### src/inc/cfs_pkg.sv
// cfs_pkg: constants shared by the file select command block
// assumes: byte-wide command fields, one clock domain
package cfs_pkg;
    // selection methods in the first parameter byte
    localparam logic [7:0] P1_BY_FID   = 8'h00;
    localparam logic [7:0] P1_CHILD_DF = 8'h01;
    localparam logic [7:0] P1_PARENT   = 8'h03;
    localparam logic [7:0] P1_BY_NAME  = 8'h04;
    localparam logic [7:0] P1_PATH_RT  = 8'h08;
    localparam logic [7:0] P1_PATH_CUR = 8'h09;
    // response control, second parameter byte bits 4..2 (b8 must be 0)
    localparam logic [2:0] P2_RC_FCP   = 3'h1;
    localparam logic [2:0] P2_RC_NONE  = 3'h3;
    localparam int         P2_SESS_LSB = 5;
    localparam logic [1:0] SESS_ACT    = 2'h0;
    localparam logic [1:0] SESS_TERM   = 2'h2;
    // response tags
    localparam logic [7:0] TAG_FCP     = 8'h62;
    localparam logic [7:0] TAG_SIZE    = 8'h80;
    localparam logic [7:0] TAG_TOTAL   = 8'h81;
    localparam logic [7:0] TAG_DESC    = 8'h82;
    localparam logic [7:0] TAG_FID     = 8'h83;
    localparam logic [7:0] TAG_NAME    = 8'h84;
    localparam logic [7:0] TAG_SFI     = 8'h88;
    localparam logic [7:0] TAG_LIFE    = 8'h8A;
    localparam logic [7:0] TAG_PROP    = 8'hA5;
    localparam logic [7:0] TAG_PIN     = 8'hC6;
    localparam logic [7:0] TAG_SEC0    = 8'h86;
    localparam logic [7:0] TAG_SEC1    = 8'h8B;
    localparam logic [7:0] TAG_SEC2    = 8'h8C;
    localparam logic [7:0] TAG_SEC3    = 8'hAB;
    localparam logic [7:0] LEN_LONG    = 8'h81;
    localparam logic [7:0] LEN_SIZE    = 8'h02;
    localparam logic [3:0] STEP_LAST   = 4'hF;
    localparam logic [15:0] FID_RESET  = 16'h0000;
    typedef enum logic [1:0] {
        KIND_EF = 2'b00, KIND_DF = 2'b01, KIND_ADF = 2'b10, KIND_ROOT = 2'b11
    } cfs_kind_e;
    typedef enum logic [2:0] {
        SC_CHILD  = 3'b000, SC_PARENT  = 3'b001, SC_SIBLING = 3'b010, SC_CHILD_DF = 3'b011,
        SC_NAME   = 3'b100, SC_PATH_RT = 3'b101, SC_PATH_CUR = 3'b110
    } cfs_scope_e;
    typedef enum logic [2:0] {
        ST_OK = 3'b000, ST_NOT_FOUND = 3'b001, ST_BAD_P1 = 3'b010, ST_BAD_P2 = 3'b011, ST_BAD_DATA = 3'b100
    } cfs_status_e;
    typedef enum logic [2:0] {
        S_IDLE = 3'b000, S_LOOK = 3'b001, S_WAIT = 3'b010, S_EMIT = 3'b011, S_DONE = 3'b100
    } cfs_state_e;
endpackage : cfs_pkg

### src/cfs_fifo.sv
// cfs_fifo: response byte buffer with valid/ready on both sides
// assumes: single clock, ce freezes all state
`timescale 1ns/1ps
`default_nettype none
module cfs_fifo #(
    parameter int W = 9,
    parameter int D = 4
) (
    input  wire logic         clk,
    input  wire logic         arst_n,
    input  wire logic         ce,
    input  wire logic         in_valid,
    output logic              in_ready,
    input  wire logic [W-1:0] in_data,
    output logic              out_valid,
    input  wire logic         out_ready,
    output logic [W-1:0]      out_data
);
    localparam int AW = $clog2(D);
    logic [W-1:0]  mem_q [D];
    logic [AW-1:0] wr_q, rd_q;
    logic [AW:0]   cnt_q;
    logic          push, pop;
    assign in_ready  = (cnt_q != (AW+1)'(D));
    assign out_valid = (cnt_q != '0);
    assign out_data  = mem_q[rd_q];
    assign push = in_valid && in_ready;
    assign pop  = out_valid && out_ready;
    always_ff @(posedge clk) begin
        if (ce && push) begin
            mem_q[wr_q] <= in_data;
        end
    end
    always_ff @(posedge clk or negedge arst_n) begin
        if (!arst_n) begin
            wr_q  <= '0;
            rd_q  <= '0;
            cnt_q <= '0;
        end else if (ce) begin
            if (push) begin
                wr_q <= (wr_q == AW'(D-1)) ? '0 : wr_q + 1'b1;
            end
            if (pop) begin
                rd_q <= (rd_q == AW'(D-1)) ? '0 : rd_q + 1'b1;
            end
            cnt_q <= cnt_q + (AW+1)'(push) - (AW+1)'(pop);
        end
    end
endmodule : cfs_fifo
`default_nettype wire

### src/cfs_select.sv
// cfs_select: file select command interpreter, decodes parameters, drives a
// file store lookup in the mandated order and streams the control parameter template
// assumes: command fields and file attributes stay stable from cmd_valid to cmd_done
// What this block does
// - after a successful selection the record pointer is marked undefined
// - first parameter byte picks the method: fid, child, parent, name, path root, path current
// - bits 6..5 of second byte start or end an application session, name select only
// - method fid with no data makes the root the current directory
// - name select passes bits 1..0 on as occurrence control
// - fid search order: children of current, parent, children of parent
// - command data carries fid, name or path as the method needs
// - response starts with tag 62 then a one or two byte length
// - objects come in the fixed order for the file type
// - directory order: 82 83 (optional for an ADF) 84 optional A5 8A security C6 then optional 81
// - file order: 82 83 optional A5 8A security 80 optional 81 and 88
// - exactly one security object, tag 86 8B 8C or AB
// - template returned only when the exchange type expects response data
// - file size object is two bytes, high byte first
`timescale 1ns/1ps
`default_nettype none
module cfs_select #(
    parameter int        FIFO_DEPTH = 4,
    parameter logic [15:0] ROOT_FID = 16'h0001 // arbitrary value
) (
    input  wire logic        clk,
    input  wire logic        arst_n,
    input  wire logic        ce,
    input  wire logic        cmd_valid,
    input  wire logic [7:0]  cmd_p1,
    input  wire logic [7:0]  cmd_p2,
    input  wire logic        cmd_has_data,
    input  wire logic        cmd_expects_rsp,
    output logic             cmd_done,
    output logic [2:0]       cmd_status,
    output logic             lk_req,
    output logic [2:0]       lk_scope,
    output logic [1:0]       lk_occur,
    input  wire logic        lk_ack,
    input  wire logic        lk_hit,
    input  wire logic [15:0] lk_fid,
    input  wire logic [15:0] lk_parent,
    input  wire logic [1:0]  lk_kind,
    input  wire logic        attr_has_fid,
    input  wire logic        attr_has_prop,
    input  wire logic        attr_has_total,
    input  wire logic        attr_has_sfi,
    input  wire logic [1:0]  attr_sec_sel,
    input  wire logic [15:0] attr_file_size,
    input  wire logic [7:0]  attr_fcp_len,
    output logic [15:0]      cur_dir,
    output logic [15:0]      cur_file,
    output logic             rec_ptr_valid,
    output logic             sess_activate,
    output logic             sess_terminate,
    output logic             rsp_valid,
    input  wire logic        rsp_ready,
    output logic [8:0]       rsp_data
);
    cfs_pkg::cfs_state_e  state_q;
    cfs_pkg::cfs_scope_e  scope_q;
    logic [7:0]  p1_q, p2_q;
    logic        want_fcp_q, hit_q;
    logic [1:0]  kind_q;
    logic [15:0] fid_q, par_q;
    logic [3:0]  step_q;
    logic        push_ok, fifo_ready;
    logic        emit_en;
    logic [8:0]  emit_word;
    logic        is_dir;
    logic        p1_known, rc_fcp, rc_none;

    always_comb begin
        unique case (cmd_p1)
            cfs_pkg::P1_BY_FID, cfs_pkg::P1_CHILD_DF, cfs_pkg::P1_PARENT,
            cfs_pkg::P1_BY_NAME, cfs_pkg::P1_PATH_RT, cfs_pkg::P1_PATH_CUR: p1_known = 1'b1;
            default: p1_known = 1'b0;
        endcase
    end
    // bits 1..0 are left out of the compare: they carry occurrence or are don't care
    assign rc_fcp  = !cmd_p2[7] && cmd_p2[4:2] == cfs_pkg::P2_RC_FCP;
    assign rc_none = !cmd_p2[7] && cmd_p2[4:2] == cfs_pkg::P2_RC_NONE;
    assign is_dir  = (kind_q != cfs_pkg::KIND_EF);

    // command sequencing
    always_ff @(posedge clk or negedge arst_n) begin
        if (!arst_n) begin
            state_q    <= cfs_pkg::S_IDLE;
            scope_q    <= cfs_pkg::SC_CHILD;
            p1_q       <= '0;
            p2_q       <= '0;
            want_fcp_q <= 1'b0;
            cmd_status <= cfs_pkg::ST_OK;
            cmd_done   <= 1'b0;
            lk_req     <= 1'b0;
            lk_scope   <= '0;
            lk_occur   <= '0;
            hit_q      <= 1'b0;
        end else if (ce) begin
            cmd_done <= 1'b0;
            unique case (state_q)
                cfs_pkg::S_IDLE: begin
                    if (cmd_valid) begin
                        p1_q       <= cmd_p1;
                        p2_q       <= cmd_p2;
                        want_fcp_q <= rc_fcp && cmd_expects_rsp;
                        hit_q      <= 1'b0;
                        if (!p1_known) begin
                            cmd_status <= cfs_pkg::ST_BAD_P1;
                            state_q    <= cfs_pkg::S_DONE;
                        end else if (!rc_fcp && !rc_none) begin
                            cmd_status <= cfs_pkg::ST_BAD_P2;
                            state_q    <= cfs_pkg::S_DONE;
                        end else if (cmd_p1 == cfs_pkg::P1_BY_FID && !cmd_has_data) begin
                            cmd_status <= cfs_pkg::ST_OK;
                            want_fcp_q <= 1'b0;
                            state_q    <= cfs_pkg::S_DONE;
                        end else if (cmd_p1 != cfs_pkg::P1_PARENT && !cmd_has_data) begin
                            cmd_status <= cfs_pkg::ST_BAD_DATA;
                            state_q    <= cfs_pkg::S_DONE;
                        end else begin
                            unique case (cmd_p1)
                                cfs_pkg::P1_CHILD_DF: scope_q <= cfs_pkg::SC_CHILD_DF;
                                cfs_pkg::P1_PARENT:   scope_q <= cfs_pkg::SC_PARENT;
                                cfs_pkg::P1_BY_NAME:  scope_q <= cfs_pkg::SC_NAME;
                                cfs_pkg::P1_PATH_RT:  scope_q <= cfs_pkg::SC_PATH_RT;
                                cfs_pkg::P1_PATH_CUR: scope_q <= cfs_pkg::SC_PATH_CUR;
                                default:              scope_q <= cfs_pkg::SC_CHILD;
                            endcase
                            state_q <= cfs_pkg::S_LOOK;
                        end
                    end
                end
                cfs_pkg::S_LOOK: begin
                    lk_req   <= 1'b1;
                    lk_scope <= scope_q;
                    lk_occur <= (p1_q == cfs_pkg::P1_BY_NAME) ? p2_q[1:0] : 2'h0;
                    state_q  <= cfs_pkg::S_WAIT;
                end
                cfs_pkg::S_WAIT: begin
                    if (lk_ack) begin
                        lk_req <= 1'b0;
                        if (lk_hit) begin
                            hit_q      <= 1'b1;
                            cmd_status <= cfs_pkg::ST_OK;
                            state_q    <= want_fcp_q ? cfs_pkg::S_EMIT : cfs_pkg::S_DONE;
                        end else if (p1_q == cfs_pkg::P1_BY_FID && scope_q == cfs_pkg::SC_CHILD) begin
                            scope_q <= cfs_pkg::SC_PARENT;
                            state_q <= cfs_pkg::S_LOOK;
                        end else if (p1_q == cfs_pkg::P1_BY_FID && scope_q == cfs_pkg::SC_PARENT) begin
                            scope_q <= cfs_pkg::SC_SIBLING;
                            state_q <= cfs_pkg::S_LOOK;
                        end else begin
                            cmd_status <= cfs_pkg::ST_NOT_FOUND;
                            state_q    <= cfs_pkg::S_DONE;
                        end
                    end
                end
                cfs_pkg::S_EMIT: begin
                    if (step_q == cfs_pkg::STEP_LAST) begin
                        state_q <= cfs_pkg::S_DONE;
                    end
                end
                cfs_pkg::S_DONE: begin
                    cmd_done <= 1'b1;
                    state_q  <= cfs_pkg::S_IDLE;
                end
                default: state_q <= cfs_pkg::S_IDLE;
            endcase
        end
    end

    // selection state, touched only by a successful selection
    always_ff @(posedge clk or negedge arst_n) begin
        if (!arst_n) begin
            cur_dir        <= cfs_pkg::FID_RESET;
            cur_file       <= cfs_pkg::FID_RESET;
            rec_ptr_valid  <= 1'b0;
            sess_activate  <= 1'b0;
            sess_terminate <= 1'b0;
            kind_q         <= cfs_pkg::KIND_ROOT;
            fid_q          <= '0;
            par_q          <= '0;
        end else if (ce) begin
            sess_activate  <= 1'b0;
            sess_terminate <= 1'b0;
            if (state_q == cfs_pkg::S_IDLE && cmd_valid && p1_known && (rc_fcp || rc_none)
                && cmd_p1 == cfs_pkg::P1_BY_FID && !cmd_has_data) begin
                cur_dir       <= ROOT_FID;
                cur_file      <= ROOT_FID;
                kind_q        <= cfs_pkg::KIND_ROOT;
                rec_ptr_valid <= 1'b0;
            end
            if (state_q == cfs_pkg::S_WAIT && lk_ack && lk_hit) begin
                kind_q        <= lk_kind;
                fid_q         <= lk_fid;
                par_q         <= lk_parent;
                cur_file      <= lk_fid;
                cur_dir       <= (lk_kind == cfs_pkg::KIND_EF) ? lk_parent : lk_fid;
                rec_ptr_valid <= 1'b0;
                if (p1_q == cfs_pkg::P1_BY_NAME) begin
                    sess_activate  <= p2_q[cfs_pkg::P2_SESS_LSB +: 2] == cfs_pkg::SESS_ACT;
                    sess_terminate <= p2_q[cfs_pkg::P2_SESS_LSB +: 2] == cfs_pkg::SESS_TERM;
                end
            end
        end
    end

    // template walk: at most one step per cycle, an emitted object waits for fifo room, skipped objects cost one cycle each
    always_comb begin
        emit_en   = 1'b0;
        emit_word = '0;
        unique case (step_q)
            4'h0: begin emit_en = 1'b1; emit_word = {1'b0, cfs_pkg::TAG_FCP}; end
            4'h1: begin emit_en = attr_fcp_len[7]; emit_word = {1'b0, cfs_pkg::LEN_LONG}; end
            4'h2: begin emit_en = 1'b1; emit_word = {1'b0, attr_fcp_len}; end
            4'h3: begin emit_en = 1'b1; emit_word = {1'b1, cfs_pkg::TAG_DESC}; end
            4'h4: begin
                emit_en   = (kind_q != cfs_pkg::KIND_ADF) || attr_has_fid;
                emit_word = {1'b1, cfs_pkg::TAG_FID};
            end
            4'h5: begin emit_en = is_dir; emit_word = {1'b1, cfs_pkg::TAG_NAME}; end
            4'h6: begin emit_en = attr_has_prop; emit_word = {1'b1, cfs_pkg::TAG_PROP}; end
            4'h7: begin emit_en = 1'b1; emit_word = {1'b1, cfs_pkg::TAG_LIFE}; end
            4'h8: begin
                emit_en = 1'b1;
                unique case (attr_sec_sel)
                    2'h0: emit_word = {1'b1, cfs_pkg::TAG_SEC0};
                    2'h1: emit_word = {1'b1, cfs_pkg::TAG_SEC1};
                    2'h2: emit_word = {1'b1, cfs_pkg::TAG_SEC2};
                    2'h3: emit_word = {1'b1, cfs_pkg::TAG_SEC3};
                endcase
            end
            4'h9: begin
                emit_en   = 1'b1;
                emit_word = is_dir ? {1'b1, cfs_pkg::TAG_PIN} : {1'b0, cfs_pkg::TAG_SIZE};
            end
            4'hA: begin emit_en = !is_dir; emit_word = {1'b0, cfs_pkg::LEN_SIZE}; end
            4'hB: begin emit_en = !is_dir; emit_word = {1'b0, attr_file_size[15:8]}; end
            4'hC: begin emit_en = !is_dir; emit_word = {1'b0, attr_file_size[7:0]}; end
            4'hD: begin emit_en = attr_has_total; emit_word = {1'b1, cfs_pkg::TAG_TOTAL}; end
            4'hE: begin emit_en = !is_dir && attr_has_sfi; emit_word = {1'b1, cfs_pkg::TAG_SFI}; end
            default: begin emit_en = 1'b0; emit_word = '0; end
        endcase
    end
    assign push_ok = (state_q == cfs_pkg::S_EMIT) && emit_en && fifo_ready;

    always_ff @(posedge clk or negedge arst_n) begin
        if (!arst_n) begin
            step_q <= '0;
        end else if (ce) begin
            if (state_q != cfs_pkg::S_EMIT) begin
                step_q <= '0;
            end else if (step_q != cfs_pkg::STEP_LAST && (!emit_en || fifo_ready)) begin
                step_q <= step_q + 4'h1;
            end
        end
    end

    cfs_fifo #(
        .W (9),
        .D (FIFO_DEPTH)
    ) u_fifo (
        .clk       (clk),
        .arst_n    (arst_n),
        .ce        (ce),
        .in_valid  (push_ok),
        .in_ready  (fifo_ready),
        .in_data   (emit_word),
        .out_valid (rsp_valid),
        .out_ready (rsp_ready),
        .out_data  (rsp_data)
    );
endmodule : cfs_select
`default_nettype wire

### config.mk
export PLATFORM = sky130hd
export DESIGN_NAME = cfs_select
export DESIGN_NICKNAME = d
export VERILOG_FILES = /design/src/inc/cfs_pkg.sv /design/src/cfs_fifo.sv /design/src/cfs_select.sv
export SDC_FILE = /design/constraint.sdc
export NUM_CORES = 1
export LEC_CHECK = 0
export ABC_AREA = 1
export BUFFER_PORTS_ARGS = -buffer_cell sky130_fd_sc_hd__buf_2
export CORE_MARGIN = 2
export CORE_UTILIZATION = 55
export DETAILED_ROUTE_END_ITERATION = 16
export GPL_ROUTABILITY_DRIVEN = 0
export HOLD_SLACK_MARGIN = 0.05
export PLACE_DENSITY = 0.82
export SKIP_LAST_GASP = 1
export SYNTH_ARGS = -nofsm -noshare
export SYNTH_HDL_FRONTEND = slang
export SYNTH_SLANG_ARGS = --single-unit
export TNS_END_PERCENT = 100
### constraint.sdc
create_clock -name clk -period 4.26 [get_ports clk]
set_clock_uncertainty 0.1 [all_clocks]
set_input_delay 1.065 -clock clk [delete_from_list [all_inputs] [get_ports clk]]
set_output_delay 1.065 -clock clk [all_outputs]
set_load 0.005 [all_outputs]
==> results of run 1 <==
-- placed cells by master, fill, tap and decap left out, types with 2 or more instances in the layout --
cell,n
nand2_1,223
buf_2,141
dfrtp_1,74
nand3_1,70
inv_1,66
nor2_1,65
o21ai_0,52
edfxtp_1,36
ha_1,11
a21oi_1,10
o22ai_1,10
nor3_1,9
clkbuf_8,9
inv_2,6
nand4_1,6
a221oi_1,4
buf_4,4
xor2_1,3
o31ai_1,3
o2111ai_1,3
o41ai_1,2
a22oi_1,2
nor4_1,2
inv_6,2
dfstp_2,2
-- worst min path at each step --
stage,start,endpoint,depth (start not counted)
final,p2_q[6],sess_activate,1
after floorplan,p2_q[6],sess_activate,1
after global routing,p2_q[6],sess_activate,1
after detailed placement,sess_terminate,sess_terminate,2
after global placement,p2_q[6],sess_activate,1
after CTS,p2_q[6],sess_activate,1
-- worst max-delay path, stage by stage (launching register included) --
cell	delay, ps
dfrtp_1	750
inv_2	290
o21ai_0	240
o22ai_1	110
buf_2	140
-- metrics by stage --
stage / setup WS [ps] / util / power [mW] / area (sq um) / hold slack (ps)
3_5_place_dp: 1040 / 0.639 / 2.09 / 6480 / 365
6_report: 1210 / 0.659 / 2.71 / 6680 / 379
4_1_cts: 1180 / 0.659 / 2.73 / 6680 / 380
3_3_place_gp: 1070 / 0.639 / 2.05 / 6480 / 339
2_1_floorplan: 1280 / - / 1.79 / 5660 / 331
5_1_grt: 969 / 0.659 / 2.90 / 6680 / 387
-- area by class of cell --
class,instances,area share
sequential,112,0.447
timing repair buffer,145,0.110
clock buffer,10,0.0191
clock inverter,6,0.0109
inverter,72,0.0405
multi-input combinational,490,0.347
tap,136,0.0255
-- sequential cells by signal (all words and copies together), names as in the netlist, 2 cells and up --
register,cells
lk_occur,2
u_fifo.cnt_q,3
p2_q,4
lk_scope,3
p1_q,8
cmd_status,3
step_q,4
u_fifo.rd_q,2
scope_q,3
kind_q,2
cur_dir,16
u_fifo.mem_q,36
u_fifo.wr_q,2
state_q,3
cur_file,16
-- per-layer routing --
| layer | part of all wire | track usage |
|---|---|---|
| met2 | 0.50 | 0.425 |
| met3 | 0.060 | 0.0618 |
| met5 | 0 | 0 |
| met1 | 0.41 | 0.307 |
| met4 | 0.021 | 0.0914 |
-- cell families (layout without fill, tap and decap cells) --
group           count (synthesis)  after routing  share of synthesized area
buf+inv                        92            233                     0.0636
simple gates                  384            384                      0.285
xor+xnor                        3              3                    0.00464
flops                         112            112                      0.527
other cells                     1              1                   0.000662
compound gates                 90             90                     0.0911
fa+ha+maj                      12             12                     0.0278
-- report_power, final --
group | leakage, nW | internal (mW) | switching (mW)
Sequential | 1.38 | 1.24 | 0.112
Clock | 0.0993 | 0.281 | 0.362
Combinational | 2.08 | 0.289 | 0.425
==> flow_metrics.env, run 1 <==
export IMPL_outcome="finished clean"
export IMPL_rows=37
export IMPL_rr_startpoint="step_q[0]"
export IMPL_post_cts_buffers=0
export IMPL_cellLeakagePower_nw=3.56
export IMPL_criticalPathCategory="reg2out"
export IMPL_async_reset_ff_frac=0.679
export IMPL_path_clk_slew_ps=100
export IMPL_setup_viol=0
export IMPL_final_hold_viol_count=0
export IMPL_io_pins=144
export IMPL_yosys_cell_count_top_type="nand2_1"
export IMPL_core_sq_mm=0.0101
export IMPL_firstDrtPassIters=5
export IMPL_synth_nets=795
export IMPL_cp_endpoint="rsp_data[4]"
export IMPL_drc=0
export IMPL_grt_max_degree=77
export IMPL_ctsHoldBuffers=0
export IMPL_synthTopCellsByCount="223 x nand2_1, 74 x dfrtp_1, 70 x nand3_1, 66 x inv_1, 65 x nor2_1"
export IMPL_synth_top_area_share=0.327
export IMPL_synth_area_sq_mm=0.00566
export IMPL_synthFlopType="dfrtp_1"
export IMPL_setup_tns_ps=0
export IMPL_syn_inst=694
export IMPL_cts_tree="done"
export IMPL_cts_root_buf="clkbuf_8"
export IMPL_dieArea_sq_mm=0.0111
export IMPL_fin_crit_sh=0.717
export IMPL_setup_worst_path_start="u_fifo.rd_q[0]"
export IMPL_drv_cap=0
export IMPL_clkLatencyLatePin_ps=370
export IMPL_cp_data_arrival_time_ps=1890
export IMPL_maxSlewViolCount=0
export IMPL_maxClockFrequency_mhz=327
export IMPL_worst_pin_slew_ps=955
export IMPL_nNetsFinal=931
export IMPL_critPathCaptureType="primary output"
export IMPL_area_growth_pct=17.9
export IMPL_ys_warn_count=0
export IMPL_cp_start_kind="register"
export IMPL_slew_headroom=0.363
export IMPL_ff2ff_path_depth=14
export IMPL_ff2ff_setup_slack_ps=1270
export IMPL_wl_per_cell_um=13.9
export IMPL_antenna_found_initial=0
export IMPL_antenna_left=0
export IMPL_r2r_end="u_fifo.cnt_q[2]"
export IMPL_cts_buffers=9
export IMPL_diodes=0
export IMPL_regArea_sq_mm=0.00299
export IMPL_peakVddDrop_v=0.000303
export IMPL_min_path_type="reg2reg"
export IMPL_post_drt_via_cell_ratio=5.34
export IMPL_cts_sinks=112
export IMPL_finalCriticalPeriod_ps=3050
export IMPL_grt_pass1_vias=5059
export IMPL_avgSynthCellArea_sq_um=8.16
export IMPL_multi_input_area_sq_mm=0.00232
export IMPL_path_max_fanout=21
export IMPL_ys_types=40
export IMPL_cts_resized=0
export IMPL_final_layout_size_suffix_gt1_frac=0.208
export IMPL_drt_initial_drc_count=342
export IMPL_numPortBuffers=142
export IMPL_grt_usage=0.249
export IMPL_routed_wl_um=13500
export IMPL_synth_seq_area_share=0.527
export IMPL_yosysTopAreaCell="dfrtp_1"
export IMPL_cts_htree_levels=3
export IMPL_grt_pass1_wl_um=22500
export IMPL_die_h_um=105
export IMPL_start_util=0.558
export IMPL_grt_overflow=0
export IMPL_fp_dieW_um=105
export IMPL_grt_setup_unrepaired="no"
export IMPL_dp_hpwl_um=10100
export IMPL_cp_required_ps=3090
export IMPL_nFillCells=876
export IMPL_netlist_top_cells_area="dfrtp_1 33%, edfxtp_1 19%, nand2_1 15%"
export IMPL_fin_cells=971
export IMPL_yosys_register_bits=112
export IMPL_power_density_mw_per_mm2=407
export IMPL_clk_path_buf_depth=2
export IMPL_synth_edf_count=36
export IMPL_dr_total_vias=5188
export IMPL_dp_cells=955
(Power assumes the default switching activity.)
==> inputs of run 2 (changes only) <==
--- a/config.mk
+++ b/config.mk
@@ -8,11 +8,11 @@
 export ABC_AREA = 1
 export BUFFER_PORTS_ARGS = -buffer_cell sky130_fd_sc_hd__buf_2
 export CORE_MARGIN = 2
-export CORE_UTILIZATION = 55
+export CORE_UTILIZATION = 53
 export DETAILED_ROUTE_END_ITERATION = 16
 export GPL_ROUTABILITY_DRIVEN = 0
 export HOLD_SLACK_MARGIN = 0.05
-export PLACE_DENSITY = 0.82
+export PLACE_DENSITY = 0.8
 export SKIP_LAST_GASP = 1
 export SYNTH_ARGS = -nofsm -noshare
 export SYNTH_HDL_FRONTEND = slang
==> constraint.sdc (replaced) <==
create_clock -name clk -period 3.1 [get_ports clk]
set_clock_uncertainty 0.1 [all_clocks]
set_input_delay 0.775 -clock clk [delete_from_list [all_inputs] [get_ports clk]]
set_output_delay 0.775 -clock clk [all_outputs]
set_load 0.005 [all_outputs]
==> flow_metrics.env, run 2 (synthesis gave the netlist of run 1 again) <==
export IMPL_rr_startpoint="step_q[0]"
export IMPL_path_max_fanout=5
export IMPL_hold_slack_ps=379
export IMPL_nFillCells=858
export IMPL_reg_top3="u_fifo.mem_q (36), cur_dir (16), cur_file (16)"
export IMPL_grt_max_degree=77
export IMPL_final_cell_mix="223 x nand2_1, 141 x buf_2, 72 x dfrtp_1, 69 x nand3_1, 66 x inv_1"
export IMPL_multi_input_area_sq_mm=0.00233
export IMPL_cp_start_kind="register"
export IMPL_maxSlewViolCount=0
export IMPL_numPortBuffers=142
export IMPL_drc=0
export IMPL_ff2ff_path_depth=13
export IMPL_die_h_um=107
export IMPL_antenna_left=0
export IMPL_maxClockFrequency_mhz=346
export IMPL_criticalPathCategory="reg2reg"
export IMPL_outcome="finished clean"
export IMPL_area_growth_pct=20.0
export IMPL_critPathMostFrequentCell="nand3_1"
export IMPL_drv_cap=0
export IMPL_grt_usage=0.244
export IMPL_cts_buffers=9
export IMPL_drt_initial_drc_count=403
export IMPL_cp_required_ps=3250
export IMPL_min_path_type="reg2reg"
export IMPL_diodes=0
export IMPL_worstPathCellList="ha_1 > nand3_1 > nand3_1 > nor2_1 > nand3_1 > or2_2 > nand2_1 > nor2_1 > ha_1 > fa_1 > a21oi_1 > o21ai_0 > xor2_1"
export IMPL_r2r_end="u_fifo.cnt_q[2]"
export IMPL_fin_crit_sh=0.933
export IMPL_grt_pass1_vias=5039
export IMPL_setup_viol=0
export IMPL_post_drt_via_cell_ratio=5.38
export IMPL_start_util=0.546
export IMPL_dr_total_vias=5268
export IMPL_cp_endpoint="u_fifo.cnt_q[2]"
export IMPL_placed_area_sq_mm=0.00653
export IMPL_dieArea_sq_mm=0.0115
export IMPL_routed_wl_um=13800
export IMPL_cts_root_buf="clkbuf_8"
export IMPL_regArea_sq_mm=0.00299
export IMPL_power_density_mw_per_mm2=567
export IMPL_fp_dieW_um=107
export IMPL_critPathCaptureType="register"
export IMPL_cellLeakagePower_nw=3.62
export IMPL_final_common_cell="nand2_1"
export IMPL_cp_data_arrival_time_ps=3040
export IMPL_io_pins=144
export IMPL_grt_pass1_wl_um=22700
export IMPL_path_clk_slew_ps=100
export IMPL_slew_headroom=0.368
export IMPL_cts_htree_levels=3
export IMPL_final_layout_size_suffix_gt1_frac=0.223
export IMPL_antenna_found_initial=0
export IMPL_largest_reg_flops=36
export IMPL_firstDrtPassIters=7
export IMPL_dp_hpwl_um=10300
export IMPL_core_sq_mm=0.0104
export IMPL_slowest_delay_ps=450
export IMPL_worst_pin_slew_ps=948
export IMPL_finalCriticalPeriod_ps=2890
export IMPL_peakVddDrop_v=0.000314
export IMPL_crit_path_top_delay_cell="dfrtp_2"
export IMPL_clkLatencyLatePin_ps=370
export IMPL_ff2ff_setup_slack_ps=210
export IMPL_wl_per_cell_um=14.1
export IMPL_rows=37
export IMPL_top_register="u_fifo.mem_q"
export IMPL_final_cell_area_sq_mm=0.00680
export IMPL_final_hold_viol_count=0
export IMPL_nNetsFinal=940
export IMPL_grt_overflow=0
export IMPL_setup_worst_path_start="step_q[0]"
export IMPL_clk_path_buf_depth=2
export IMPL_cts_tree="done"
export IMPL_cts_sinks=112
==> run 2: layout make-up <==
type / instances / area share
Multi-Input combinational cell: 490 / 0.343
Inverter: 72 / 0.0398
Clock buffer: 10 / 0.0188
Tap cell: 136 / 0.0250
Clock inverter: 6 / 0.0158
Sequential cell: 112 / 0.440
Timing Repair Buffer: 154 / 0.118
==> run 2: how the worst min path moves through the flow <==
stage	startpoint	to	depth (start not counted)
after floorplan	p2_q[6]	sess_activate	1
after global placement	p2_q[6]	sess_activate	1
after detailed placement	p2_q[6]	sess_activate	1
after CTS	p2_q[6]	sess_activate	1
after global routing	p2_q[6]	sess_activate	1
final	p2_q[6]	sess_activate	1
==> run 2: per-stage QoR <==
step	setup TNS [ps]	instances	util	setup slack, ps	power (mW)
4_1_cts	0	978	0.652	111	3.87
6_report	0	980	0.655	207	3.85
2_1_floorplan	0	694	-	412	2.46
5_1_grt	-11.5	980	0.655	-11.5	4.09
3_5_place_dp	0	962	0.630	136	2.88
3_3_place_gp	0	962	0.630	218	2.83
==> run 2: repair_timing <==
action	4_1_cts	5_1_grt
hold buffers	0	0
gates resized for setup	0	7
setup endpoints to repair	0	1
setup buffers	0	2
==> run 2: per-layer routing <==
layer  global-route usage  vias up  routed length (um)
li1                     -     2560                   -
met1                0.302     2475                5630
met2                0.419      200                6880
met3               0.0623       33                1030
met4               0.0806        0                 294
met5                    0        -                   0
==> run 2: power breakdown <==
part | internal, mW | switching [mW] | leakage, nW
Combinational | 0.407 | 0.613 | 2.13
Clock | 0.535 | 0.469 | 0.118
Sequential | 1.71 | 0.116 | 1.38
==> run 2: critical path: cells and delay by family, from the launching register on <==
family          cells  cell delay (ps)
compound gates      2              260
xor+xnor            1              160
fa+ha+maj           3              870
flops               1              450
simple gates        7              940
==> inputs of run 3 (changes only) <==
--- a/config.mk
+++ b/config.mk
@@ -5,12 +5,12 @@
 export SDC_FILE = /design/constraint.sdc
 export NUM_CORES = 1
 export LEC_CHECK = 0
-export ABC_AREA = 1
 export BUFFER_PORTS_ARGS = -buffer_cell sky130_fd_sc_hd__buf_2
 export CORE_MARGIN = 2
 export CORE_UTILIZATION = 53
 export DETAILED_ROUTE_END_ITERATION = 16
 export GPL_ROUTABILITY_DRIVEN = 0
+export GPL_TIMING_DRIVEN = 1
 export HOLD_SLACK_MARGIN = 0.05
 export PLACE_DENSITY = 0.8
 export SKIP_LAST_GASP = 1
==> flow_metrics.env, run 3 <==
export IMPL_drv_cap=0
export IMPL_dp_cells=738
export IMPL_critPathCaptureType="register"
export IMPL_clkLatencyLatePin_ps=370
export IMPL_grt_pass1_wl_um=21000
export IMPL_antenna_found_initial=0
export IMPL_core_sq_mm=0.00986
export IMPL_antenna_left=0
export IMPL_worstPathCellList="buf_4 > ha_4 > or3_1 > a311o_1 > and2_4 > and3_2 > ha_1 > fa_1 > xnor2_1 > nand2_1 > xnor2_1"
export IMPL_area_growth_pct=19.4
export IMPL_diodes=0
export IMPL_clockPowerShare=0.251
export IMPL_maxSlewViolCount=0
export IMPL_synth_area_sq_mm=0.00544
export IMPL_start_util=0.551
export IMPL_post_drt_via_cell_ratio=5.82
export IMPL_fp_dieW_um=105
export IMPL_routed_wl_um=12900
export IMPL_yosysTopAreaCell="dfrtp_1"
export IMPL_min_path_type="reg2reg"
export IMPL_crit_path_top_delay_cell="dfrtp_1"
export IMPL_setup_viol=0
export IMPL_path_max_fanout=9
export IMPL_outcome="finished clean"
export IMPL_dp_hpwl_um=9290
export IMPL_p_comb_frac=0.191
export IMPL_synth_nets=578
export IMPL_cp_required_ps=3260
export IMPL_fin_crit_sh=0.950
export IMPL_criticalPathCategory="reg2reg"
export IMPL_die_h_um=105
export IMPL_grt_pass1_vias=4377
export IMPL_power_density_mw_per_mm2=481
export IMPL_fin_ws_ps=154
export IMPL_cts_htree_levels=3
export IMPL_async_reset_ff_frac=0.679
export IMPL_cts_buffers=9
export IMPL_cp_data_arrival_time_ps=3100
export IMPL_io_pins=144
export IMPL_largest_reg_flops=36
export IMPL_numPortBuffers=142
export IMPL_p_seq_frac=0.557
export IMPL_drt_initial_drc_count=277
export IMPL_avgSynthCellArea_sq_um=11.4
export IMPL_pre_cts_slack_ps=-47.2
export IMPL_nNetsFinal=719
export IMPL_clk_path_buf_depth=2
export IMPL_path_delay_family="adder cells"
export IMPL_wl_per_cell_um=17.0
export IMPL_peakVddDrop_v=0.000300
export IMPL_final_layout_size_suffix_gt1_frac=0.340
export IMPL_dr_total_vias=4398
export IMPL_reg_top3="u_fifo.mem_q (36), cur_dir (16), cur_file (16)"
export IMPL_synthFlopType="dfrtp_1"
export IMPL_top_register="u_fifo.mem_q"
export IMPL_grt_setup_unrepaired="no"
export IMPL_grt_usage=0.238
export IMPL_ys_types=64
export IMPL_slew_headroom=0.370
export IMPL_switching_share=0.285
export IMPL_grt_overflow=0
export IMPL_cp_start_kind="register"
export IMPL_path_clk_slew_ps=100
export IMPL_cts_root_buf="clkbuf_8"
export IMPL_path_buf_inv=1
export IMPL_final_cell_mix="141 x buf_2, 74 x dfrtp_1, 60 x nand2_1, 36 x edfxtp_1, 27 x nor2_1"
export IMPL_yosys_register_bits=112
export IMPL_firstDrtPassIters=5
export IMPL_synth_edf_count=36
export IMPL_synth_top_area_share=0.341
export IMPL_synth_seq_area_share=0.549
export IMPL_cts_sinks=112
export IMPL_critPathMostFrequentCell="xnor2_1"
export IMPL_final_common_cell="buf_2"
export IMPL_nFillCells=792
export IMPL_cts_tree="done"
export IMPL_rows=36
export IMPL_worst_pin_slew_ps=945
export IMPL_yosys_cell_count_top_type="dfrtp_1"
export IMPL_drc=0
export IMPL_maxClockFrequency_mhz=339
export IMPL_grt_max_degree=77
export IMPL_netlist_top_cells_area="dfrtp_1 34%, edfxtp_1 20%, nand2_1 4.1%"
export IMPL_ys_warn_count=0
export IMPL_finalCriticalPeriod_ps=2950
export IMPL_p_switching_mw=0.891
export IMPL_internal_power_mw=2.23
export IMPL_slowest_delay_ps=410
export IMPL_dieArea_sq_mm=0.0111
export IMPL_final_hold_viol_count=0
export IMPL_syn_inst=477
export IMPL_synthTopCellsByCount="74 x dfrtp_1, 60 x nand2_1, 36 x edfxtp_1, 28 x nor2_1"
export IMPL_fin_cells=756
export IMPL_cellLeakagePower_nw=2.97
==> run 3: cell count changes after synthesis, sizes merged, moves of 9 or more <==
cell	delta
nand3	-55
a22o	+16
mux2	+12
nand2	-164
o2bb2ai	+17
nor2	-37
inv	-50
mux4	+9
mux2i	+15
o21ai	-31
==> run 3: worst min-delay path, delay by kind of cell (launching register included) <==
kind	cells	cell delay, ps
AOI/OAI and AO/OA	1	50
buffers and inverters	1	50
DFF	1	400
==> run 3: final cells by class <==
cell class              instances  area [sq um]  area share
inverters                      22          82.6      0.0127
multi-input cells             317          2270       0.350
flip-flops and latches        112          2990       0.460
well taps                     133           166      0.0256
clock buffers                  10           128      0.0196
clock inverters                 6          42.5     0.00655
repair buffers                156           818       0.126
==> run 3: through the flow <==
step | instance area, sq um | utilization | total power, mW | TNS, ps | hold slack (ps)
final | 6490 | 0.658 | 3.12 | 0 | 388
after global routing | 6490 | 0.658 | 3.28 | 0 | 411
after CTS | 6450 | 0.654 | 3.14 | 0 | 389
after detailed placement | 6280 | 0.637 | 2.37 | -47.2 | 369
after global placement | 6280 | 0.637 | 2.35 | 0 | 361
after floorplan | 5440 | - | 2.11 | 0 | 346
==> run 3: cell families (layout without fill, tap and decap cells) <==
family | after synthesis | count (layout) | synth area share
AND/OR/NAND/NOR | 155 | 155 | 0.138
flip-flops | 112 | 112 | 0.549
AO/OA/AOI/OAI | 111 | 111 | 0.150
buffers and inverters | 48 | 194 | 0.0384
multiplexers | 36 | 36 | 0.0911
adder cells (fa/ha/maj) | 12 | 12 | 0.0290
XOR/XNOR | 2 | 2 | 0.00322
other | 1 | 1 | 0.000690
==> run 3: timing repair <==
action | CTS | global route
hold buffers | 0 | 0
resized for setup | 0 | 6
setup endpoints to repair | 0 | 1
hold endpoints to repair | 0 | 0
setup buffers | 0 | 2
==> run 3: power groups by stage <==
stage	logic (mW)	clock network, mW	registers (mW)
finish	0.598	0.786	1.74
CTS	0.601	0.799	1.74
global route	0.671	0.853	1.76
detailed placement	0.598	0	1.77
floorplan	0.416	0	1.69
global placement	0.580	0	1.77
==> run 3: path summary, 6_finish.rpt <==
kind                       startpoint               to  slack, ps  cells past startpoint
max in group asynchronous      arst_n     cur_file[13]       1850                      1
min reg2reg                 kind_q[1]        kind_q[1]        390                      2
max                         step_q[1]  u_fifo.cnt_q[2]        150                     11
min                         kind_q[1]        kind_q[1]        390                      2
max reg2reg                 step_q[1]  u_fifo.cnt_q[2]        150                     11
min in group asynchronous      arst_n    cmd_status[2]        430                      1
==> run 3: routing by layer <==
metal / track usage / share of wire / up-vias / wire, um
li1: - / - / 2041 / -
met1: 0.321 / 0.42 / 2131 / 5420
met2: 0.390 / 0.49 / 204 / 6250
met3: 0.0458 / 0.074 / 22 / 949
met4: 0.0829 / 0.018 / 0 / 232
met5: 0 / 0 / - / 0
